`src/hdl/bbn_consts.vh`:
```
`ifndef BBN_CONSTS_VH
`define BBN_CONSTS_VH

// Operation codes on OP
`define BBN_OP_W            3
`define BBN_OP_D2P_S        3'h0
`define BBN_OP_D2P_D        3'h1
`define BBN_OP_P2D_S        3'h2
`define BBN_OP_P2D_D        3'h3
`define BBN_OP_TWC_S        3'h4
`define BBN_OP_TWC_D        3'h5

// Register byte offsets
`define BBN_REG_CTRL        8'h00
`define BBN_REG_FLAGS       8'h04
`define BBN_REG_STAT        8'h08
`define BBN_REG_MASK        8'h0c
`define BBN_REG_RESULT      8'h10
`define BBN_REG_COUNT       8'h14

// Field positions and reset values
`define BBN_CTRL_EN         0
`define BBN_CTRL_RST        1'b1
`define BBN_FL_FAULT        0
`define BBN_FL_ZERO         1
`define BBN_FL_POL          2
`define BBN_FL_BUSY         3
`define BBN_ST_DONE         0
`define BBN_ST_FAULT        1
`define BBN_ST_W            2
`define BBN_MASK_RST        2'h0

// Range limits of plain-to-decimal conversion
`define BBN_BCD_MAX_S       16'h270f
`define BBN_BCD_MAX_D       32'h05f5e0ff

// Iteration counts
`define BBN_CNT_W           6
`define BBN_STEPS_D2P_S     6'd4
`define BBN_STEPS_D2P_D     6'd8
`define BBN_STEPS_P2D_S     6'd16
`define BBN_STEPS_P2D_D     6'd32

// Digit arithmetic
`define BBN_DIGIT_MAX       4'h9
`define BBN_DABBLE_LIM      4'h5
`define BBN_DABBLE_ADD      4'h3

`endif

```
`src/hdl/bbn_unit.v`:
```
// Our own choices: the register offsets and strobed register access.
`timescale 1ns/100ps
`include "bbn_consts.vh"

module bbn_unit #(
  parameter ADDR_W = 8,
  parameter WORD_W = 16
) (
  CLK,
  RST,
  ADDR,
  WDATA,
  WR,
  RD,
  RDATA,
  OP,
  SRC_LO,
  SRC_HI,
  EXEC,
  ONCE,
  RES_LO,
  RES_HI,
  RES_WR,
  RES_DBL,
  FAULT_FLAG,
  ZERO_FLAG,
  POLARITY_FLAG,
  DONE,
  BUSY,
  IRQ
);

  input  wire                  CLK;
  input  wire                  RST;
  input  wire [ADDR_W-1:0]     ADDR;
  input  wire [31:0]           WDATA;
  input  wire                  WR;
  input  wire                  RD;
  output reg  [31:0]           RDATA;
  input  wire [`BBN_OP_W-1:0]  OP;
  input  wire [WORD_W-1:0]     SRC_LO;
  input  wire [WORD_W-1:0]     SRC_HI;
  input  wire                  EXEC;
  input  wire                  ONCE;
  output reg  [WORD_W-1:0]     RES_LO;
  output reg  [WORD_W-1:0]     RES_HI;
  output reg                   RES_WR;
  output reg                   RES_DBL;
  output reg                   FAULT_FLAG;
  output reg                   ZERO_FLAG;
  output reg                   POLARITY_FLAG;
  output reg                   DONE;
  output reg                   BUSY;
  output reg                   IRQ;

  localparam DW = 2 * WORD_W;

  localparam [1:0] ST_IDLE = 2'h0;
  localparam [1:0] ST_CONV = 2'h1;
  localparam [1:0] ST_FIN  = 2'h2;

  reg  [1:0]            state_q;
  reg  [1:0]            state_d;
  reg  [`BBN_OP_W-1:0]  op_q;
  reg  [DW-1:0]         src_q;
  reg  [DW-1:0]         sh_q;
  reg  [DW-1:0]         acc_q;
  reg  [DW-1:0]         bcd_q;
  reg  [`BBN_CNT_W-1:0] cnt_q;
  reg                   flt_q;
  reg                   exec_prev_q;
  reg                   en_q;
  reg  [`BBN_ST_W-1:0]  stat_q;
  reg  [`BBN_ST_W-1:0]  mask_q;
  reg  [31:0]           count_q;

  wire [DW-1:0]         bcd_nx;
  wire [DW-1:0]         acc_nx;
  wire [DW/4-1:0]       bad;
  wire                  op_dbl;
  wire                  op_known;
  wire                  trig;
  wire                  start;
  wire [DW-1:0]         src_in;
  reg                   flt_in;
  reg  [`BBN_CNT_W-1:0] steps_in;
  reg  [DW-1:0]         sh_in;
  reg  [DW-1:0]         res;
  reg                   fin_set;
  reg  [`BBN_ST_W-1:0]  ev;
  reg  [31:0]           rd_mux;

  assign op_dbl   = (OP == `BBN_OP_D2P_D) || (OP == `BBN_OP_P2D_D) || (OP == `BBN_OP_TWC_D);
  assign op_known = (OP <= `BBN_OP_TWC_D);
  // Single-word operations see a zero upper word so checks and sums stay 16 bit
  assign src_in   = op_dbl ? {SRC_HI, SRC_LO} : {{WORD_W{1'b0}}, SRC_LO};

  // Prefixed form needs a low-to-high change seen while idle; an edge that
  // lands while busy is not remembered
  assign trig  = ONCE ? (EXEC & ~exec_prev_q) : EXEC;
  assign start = (state_q == ST_IDLE) && trig && en_q && op_known;

  bbn_dec_step #(
    .DIGITS (DW/4)
  ) u_step (
    .bcd_in    (bcd_q),
    .bit_in    (sh_q[DW-1]),
    .acc_in    (acc_q),
    .digit_in  (sh_q[DW-1:DW-4]),
    .chk_in    (src_in),
    .bcd_out   (bcd_nx),
    .acc_out   (acc_nx),
    .digit_bad (bad)
  );

  // Fault check and iteration setup at the start of an operation
  always @* begin
    flt_in   = 1'b0;
    steps_in = `BBN_STEPS_D2P_S;
    sh_in    = src_in;
    case (OP)
      `BBN_OP_D2P_S: begin
        flt_in   = |bad;
        steps_in = `BBN_STEPS_D2P_S;
        sh_in    = {src_in[WORD_W-1:0], {WORD_W{1'b0}}};
      end
      `BBN_OP_D2P_D: begin
        flt_in   = |bad;
        steps_in = `BBN_STEPS_D2P_D;
      end
      `BBN_OP_P2D_S: begin
        flt_in   = src_in[WORD_W-1:0] > `BBN_BCD_MAX_S;
        steps_in = `BBN_STEPS_P2D_S;
        sh_in    = {src_in[WORD_W-1:0], {WORD_W{1'b0}}};
      end
      `BBN_OP_P2D_D: begin
        flt_in   = src_in > `BBN_BCD_MAX_D;
        steps_in = `BBN_STEPS_P2D_D;
      end
      default: begin
        flt_in = 1'b0;
      end
    endcase
  end

  always @* begin
    state_d = state_q;
    case (state_q)
      ST_IDLE: begin
        if (start) begin
          if (flt_in || (OP >= `BBN_OP_TWC_S)) begin
            state_d = ST_FIN;
          end else begin
            state_d = ST_CONV;
          end
        end
      end
      ST_CONV: begin
        if (cnt_q == {{(`BBN_CNT_W-1){1'b0}}, 1'b1}) begin
          state_d = ST_FIN;
        end
      end
      ST_FIN: begin
        state_d = ST_IDLE;
      end
      default: begin
        state_d = ST_IDLE;
      end
    endcase
  end

  // Result of the finished operation
  always @* begin
    res = acc_q;
    case (op_q)
      `BBN_OP_D2P_S: res = acc_q;
      `BBN_OP_D2P_D: res = acc_q;
      `BBN_OP_P2D_S: res = bcd_q;
      `BBN_OP_P2D_D: res = bcd_q;
      // Wraps naturally, so 8000 hex negates to itself
      `BBN_OP_TWC_S: res = {{WORD_W{1'b0}}, ~src_q[WORD_W-1:0] + {{(WORD_W-1){1'b0}}, 1'b1}};
      `BBN_OP_TWC_D: res = ~src_q + {{(DW-1){1'b0}}, 1'b1};
      default:       res = acc_q;
    endcase
  end

  always @(posedge CLK) begin
    if (RST) begin
      state_q     <= ST_IDLE;
      op_q        <= `BBN_OP_D2P_S;
      src_q       <= {DW{1'b0}};
      sh_q        <= {DW{1'b0}};
      acc_q       <= {DW{1'b0}};
      bcd_q       <= {DW{1'b0}};
      cnt_q       <= {`BBN_CNT_W{1'b0}};
      flt_q       <= 1'b0;
      exec_prev_q <= 1'b0;
    end else begin
      state_q     <= state_d;
      exec_prev_q <= EXEC;
      if (start) begin
        op_q  <= OP;
        src_q <= src_in;
        sh_q  <= sh_in;
        acc_q <= {DW{1'b0}};
        bcd_q <= {DW{1'b0}};
        cnt_q <= steps_in;
        flt_q <= flt_in;
      end else if (state_q == ST_CONV) begin
        cnt_q <= cnt_q - {{(`BBN_CNT_W-1){1'b0}}, 1'b1};
        if ((op_q == `BBN_OP_D2P_S) || (op_q == `BBN_OP_D2P_D)) begin
          acc_q <= acc_nx;
          sh_q  <= {sh_q[DW-5:0], 4'h0};
        end else begin
          bcd_q <= bcd_nx;
          sh_q  <= {sh_q[DW-2:0], 1'b0};
        end
      end
    end
  end

  // Operation outputs; everything leaves from a flop
  always @(posedge CLK) begin
    if (RST) begin
      RES_LO        <= {WORD_W{1'b0}};
      RES_HI        <= {WORD_W{1'b0}};
      RES_WR        <= 1'b0;
      RES_DBL       <= 1'b0;
      FAULT_FLAG    <= 1'b0;
      ZERO_FLAG     <= 1'b0;
      POLARITY_FLAG <= 1'b0;
      DONE          <= 1'b0;
      BUSY          <= 1'b0;
    end else begin
      RES_WR <= 1'b0;
      DONE   <= 1'b0;
      BUSY   <= (state_d != ST_IDLE);
      if (state_q == ST_FIN) begin
        DONE       <= 1'b1;
        FAULT_FLAG <= flt_q;
        if (!flt_q) begin
          // A faulting conversion writes nothing and keeps the old words
          RES_WR  <= 1'b1;
          RES_DBL <= (op_q == `BBN_OP_D2P_D) || (op_q == `BBN_OP_P2D_D) || (op_q == `BBN_OP_TWC_D);
          RES_LO  <= res[WORD_W-1:0];
          RES_HI  <= res[DW-1:WORD_W];
          case (op_q)
            `BBN_OP_TWC_S: begin
              ZERO_FLAG     <= (res[WORD_W-1:0] == {WORD_W{1'b0}});
              POLARITY_FLAG <= res[WORD_W-1];
            end
            `BBN_OP_TWC_D: begin
              ZERO_FLAG     <= (res == {DW{1'b0}});
              POLARITY_FLAG <= res[DW-1];
            end
            `BBN_OP_D2P_D, `BBN_OP_P2D_D: begin
              ZERO_FLAG     <= (res == {DW{1'b0}});
              POLARITY_FLAG <= 1'b0;
            end
            default: begin
              ZERO_FLAG     <= (res[WORD_W-1:0] == {WORD_W{1'b0}});
              POLARITY_FLAG <= 1'b0;
            end
          endcase
        end
      end
    end
  end

  // Interrupt events, registers and read path
  always @* begin
    ev                = {`BBN_ST_W{1'b0}};
    ev[`BBN_ST_DONE]  = (state_q == ST_FIN);
    ev[`BBN_ST_FAULT] = (state_q == ST_FIN) && flt_q;
    fin_set           = (state_q == ST_FIN);
  end

  always @* begin
    rd_mux = 32'h0;
    case (ADDR)
      `BBN_REG_CTRL: begin
        rd_mux[`BBN_CTRL_EN] = en_q;
      end
      `BBN_REG_FLAGS: begin
        rd_mux[`BBN_FL_FAULT] = FAULT_FLAG;
        rd_mux[`BBN_FL_ZERO]  = ZERO_FLAG;
        rd_mux[`BBN_FL_POL]   = POLARITY_FLAG;
        rd_mux[`BBN_FL_BUSY]  = BUSY;
      end
      `BBN_REG_STAT: begin
        rd_mux[`BBN_ST_W-1:0] = stat_q;
      end
      `BBN_REG_MASK: begin
        rd_mux[`BBN_ST_W-1:0] = mask_q;
      end
      `BBN_REG_RESULT: begin
        rd_mux = {RES_HI, RES_LO};
      end
      `BBN_REG_COUNT: begin
        rd_mux = count_q;
      end
      default: begin
        rd_mux = 32'h0;
      end
    endcase
  end

  always @(posedge CLK) begin
    if (RST) begin
      en_q    <= `BBN_CTRL_RST;
      mask_q  <= `BBN_MASK_RST;
      stat_q  <= {`BBN_ST_W{1'b0}};
      count_q <= 32'h0;
      RDATA   <= 32'h0;
      IRQ     <= 1'b0;
    end else begin
      if (WR && (ADDR == `BBN_REG_CTRL)) begin
        en_q <= WDATA[`BBN_CTRL_EN];
      end
      if (WR && (ADDR == `BBN_REG_MASK)) begin
        mask_q <= WDATA[`BBN_ST_W-1:0];
      end
      // A new event in the cycle of the clearing read survives it
      if (RD && (ADDR == `BBN_REG_STAT)) begin
        stat_q <= ev;
      end else begin
        stat_q <= stat_q | ev;
      end
      if (fin_set) begin
        count_q <= count_q + 32'h1;
      end
      RDATA <= RD ? rd_mux : 32'h0;
      IRQ   <= |(stat_q & mask_q);
    end
  end

endmodule

```
`src/hdl/bbn_dec_step.v`:
```
`timescale 1ns/100ps
`include "bbn_consts.vh"

// One iteration of both conversion directions plus a digit validity check.
module bbn_dec_step #(
  parameter DIGITS = 8
) (
  input  wire [4*DIGITS-1:0] bcd_in,
  input  wire                bit_in,
  input  wire [4*DIGITS-1:0] acc_in,
  input  wire [3:0]          digit_in,
  input  wire [4*DIGITS-1:0] chk_in,
  output wire [4*DIGITS-1:0] bcd_out,
  output wire [4*DIGITS-1:0] acc_out,
  output wire [DIGITS-1:0]   digit_bad
);

  wire [4*DIGITS-1:0] adj;

  genvar i;
  generate
    for (i = 0; i < DIGITS; i = i + 1) begin : g_dig
      wire [3:0] d;
      assign d = bcd_in[4*i+3:4*i];
      // Add three before the shift so a digit of five or more carries out
      assign adj[4*i+3:4*i] = (d >= `BBN_DABBLE_LIM) ? (d + `BBN_DABBLE_ADD) : d;
      assign digit_bad[i]   = chk_in[4*i+3:4*i] > `BBN_DIGIT_MAX;
    end
  endgenerate

  assign bcd_out = {adj[4*DIGITS-2:0], bit_in};
  // Times ten is two shifts and an add; with valid digits the value never exceeds 99999999
  assign acc_out = {acc_in[4*DIGITS-4:0], 3'h0} + {acc_in[4*DIGITS-2:0], 1'h0} +
                   {{(4*DIGITS-4){1'b0}}, digit_in};

endmodule

```
`config.mk`:
```
export PLATFORM = sky130hd
export DESIGN_NAME = bbn_unit
export DESIGN_NICKNAME = d
export VERILOG_FILES = /design/src/hdl/bbn_unit.v /design/src/hdl/bbn_dec_step.v
export VERILOG_INCLUDE_DIRS = /design/src /design/src/hdl
export SDC_FILE = /design/constraint.sdc
export NUM_CORES = 1
export LEC_CHECK = 0
export ABC_AREA = 1
export BUFFER_PORTS_ARGS = -buffer_cell sky130_fd_sc_hd__clkbuf_2
export CORE_MARGIN = 3
export CORE_UTILIZATION = 35
export CTS_CLUSTER_SIZE = 14
export DETAILED_ROUTE_END_ITERATION = 10
export GPL_ROUTABILITY_DRIVEN = 1
export SYNTH_ARGS = -nofsm -noshare
export SYNTH_HDL_FRONTEND = slang
export SYNTH_SLANG_ARGS = --single-unit
```
`constraint.sdc`:
```
create_clock -name CLK -period 3.7 [get_ports CLK]
set_clock_uncertainty 0.2 [all_clocks]
set_input_delay 0 -clock CLK [delete_from_list [all_inputs] [get_ports CLK]]
set_output_delay 0 -clock CLK [all_outputs]
set_load 0.05 [all_outputs]
```
==> impl_metrics.ini <==
[logic_synthesis]
ys_seq_elements = 250
synth-edff-count = 0
seq_area_frac_synth_pct = 34.5
netlist-cell-type-count = 46
yosysTopAreaCell = dfxtp_1
async_flop_share_pct = 0
syn_avg_cell_area_um2 = 6.79
post_synth_inst_count = 2136
yosys-top-cells-area = dfxtp_1 (34%), nand2_1 (10%), inv_1 (7.7%)
ys.flop_type = dfxtp_1
yosys_warnings = 0
synth_top_area_share_pct = 34.5
syn-num-nets = 2297
syn_area_um2 = 14500

[layout]
fin_cells = 2848
mostFrequentLayoutCells = nand2_1 (392), inv_1 (298), dfxtp_1 (250)
area_growth_syn_to_layout_pct = 19.5
final_common_cell = nand2_1
drive_gt1_share_pct = 10.6
utilization_pct = 43.0
antenna_cells = 0
final_nets = 2462

[timing]
hold_viol = 0
max_freq_mhz = 286
tns_ns = 0
finalMaxSlewViolations = 0
slew_headroom_pct = 32.6
worst_slew_pin_slew_ns = 1.01
finalSetupViolations = 0
rsz0062_at_grt = no
fin_crit_ns = 3.50
min_period_over_period_pct = 94.6

[clocking]
cts-resized-gates = 0
clk_latency_ns = 0.54
cts_tree = yes
cts.sinks = 250
clkTransAtPathRegs_ns = 0.06
clockBufferDepth = 3
post-cts-setup-buffers = 0
root_buffer = clkbuf_16
cts_buffers = 29
cts_max_level = 1

[hold_path]
holdPathStages = 4
hold_start = EXEC
hold_end = exec_prev_q$_SDFF_PP0_
hp-class = in -> reg

[power]
ir_drop_mv = 0.298
p_leak_nw = 7.16
power_density_nw_per_um2 = 399

[setup_path]
worstSetupEndpointType = register
crit_arrival_ns = 3.79
rr_startpoint = en_q$_SDFFE_PP1P_
cp_max_fo = 5
timing.rr.end = sh_q[24]$_SDFFE_PP0P_
criticalPathCategory = in -> reg
startpoint_type = input pin
r2r_setup_slack_ns = 0.60
rr_worst_depth = 8
required_ns = 3.99

[routing]
vias_per_cell = 5.27
routed_wl_mm = 47.4
wl_per_cell_um = 16.7
vias = 15001
antenna_left = 0
drt-pass1-iter-count = 5
drt_iter0_drc = 1060
drc = 0

[global_routing]
grt_use_total_pct = 20.9
overflow = 0
antenna_found_initial = 0
grt_pass1_vias = 14337
grt_pass1_wl_mm = 76.1
grt_start_max_net_pins = 60

[floorplan]
initial_core_util_pct = 36.0
io_pins = 153
num_rows = 73
die_y_um = 210
die_w_um = 210
dieArea_um2 = 43900
core_area_um2 = 40400

[flow_run]
max_cap_violations = 0

[placed_design]
placed_cells = 2725
gp_congestion = 0.943
post-dp-hpwl_mm = 35.3
port_buffers = 122

[status]
outcome = finished clean
[synthesized netlist by cell type, types with 9 or more instances]
cell,n
o21ai_0,176
ha_1,78
o22ai_1,59
xor2_1,32
buf_2,9
nand2_1,392
nand4_1,24
nand3_1,141
nor3_1,28
a41oi_1,16
or2_2,29
dfxtp_1,250
a21oi_1,130
clkbuf_1,61
inv_1,298
o211ai_1,49
inv_2,13
a31oi_1,28
nor2_1,239
[what timing repair did]
action,4_1_cts,5_1_grt
setup endpoints to repair,0,0
endpoints found under the hold margin,108,0
hold buffers,70,0
[registers in the layout, summed over array words and instances, names as in the netlist, 3 cells and up]
signal and flops:
src_q 32, RES_LO 16, acc_q 32, RDATA 32, sh_q 32, RES_HI 16
cnt_q 6, bcd_q 32, op_q 3, count_q 32
[per-layer routing]
layer	wire length, um	vias to the layer above	track usage (%)	share of wire [%]
li1	-	7475	-	-
met1	21400	6932	28.5	45
met2	21600	507	34.9	46
met3	3080	87	2.27	6.5
met4	1390	0	6.05	2.9
met5	0	-	0	0
[how the worst max path moves through the flow]
stage                                      from                endpoint  cells past startpoint
after global routing                    ADDR[0]     RDATA[2]$_SDFF_PP0_                     13
final                                   ADDR[0]     RDATA[2]$_SDFF_PP0_                     13
after floorplan           acc_q[0]$_SDFFE_PP0P_  acc_q[12]$_SDFFE_PP0P_                     13
after detailed placement  acc_q[0]$_SDFFE_PP0P_  acc_q[12]$_SDFFE_PP0P_                     13
after global placement    acc_q[0]$_SDFFE_PP0P_  acc_q[12]$_SDFFE_PP0P_                     13
after CTS                               ADDR[0]     RDATA[2]$_SDFF_PP0_                     13
[metrics by stage]
stage / setup WS, ns / power, mW / instance area [um^2] / hold slack (ns)
after floorplan: 1.07 / 3.63 / 14500 / -0.0613
after global placement: 0.696 / 3.94 / 15700 / 0.0516
after detailed placement: 0.657 / 3.95 / 15700 / 0.0580
after CTS: 0.279 / 6.96 / 17300 / 0.0359
after global routing: 0.0438 / 7.21 / 17300 / 0.0760
final: 0.200 / 6.92 / 17300 / 0.0495
[critical path: stages]
cell	delay [ns]
dlygate4sd3_1	0.54
clkbuf_2	0.10
nor2_1	0.07
dlygate4sd3_1	0.54
inv_1	0.09
nor3_2	0.22
dlygate4sd3_1	0.75
nand3_1	0.11
dlygate4sd3_1	0.59
o211ai_1	0.09
dlygate4sd3_1	0.58
nand2_1	0.05
inv_1	0.06
[kinds of logic after synthesis]
group	synth area share, %
AND/OR/NAND/NOR	25.8
AO/OA/AOI/OAI	20.5
flip-flops	34.5
adder cells (fa/ha/maj)	7.00
buffers and inverters	10.1
XOR/XNOR	2.17
[cell type report]
class                      instances  area (um^2)
clock buffer                      36          792
clock inverter                    17          186
fill                            4106        23000
inverter                         311         1170
multi-input combinational       1499         8060
sequential                       250         5000
tap                              525          657
timing repair buffer             210         1470
[report_power, final]
part	switching, mW	internal (mW)	total (mW)
logic	0.741	0.364	1.11
registers	0.0823	2.79	2.87
clock network	1.21	1.73	2.95
(Power assumes the default switching activity.)
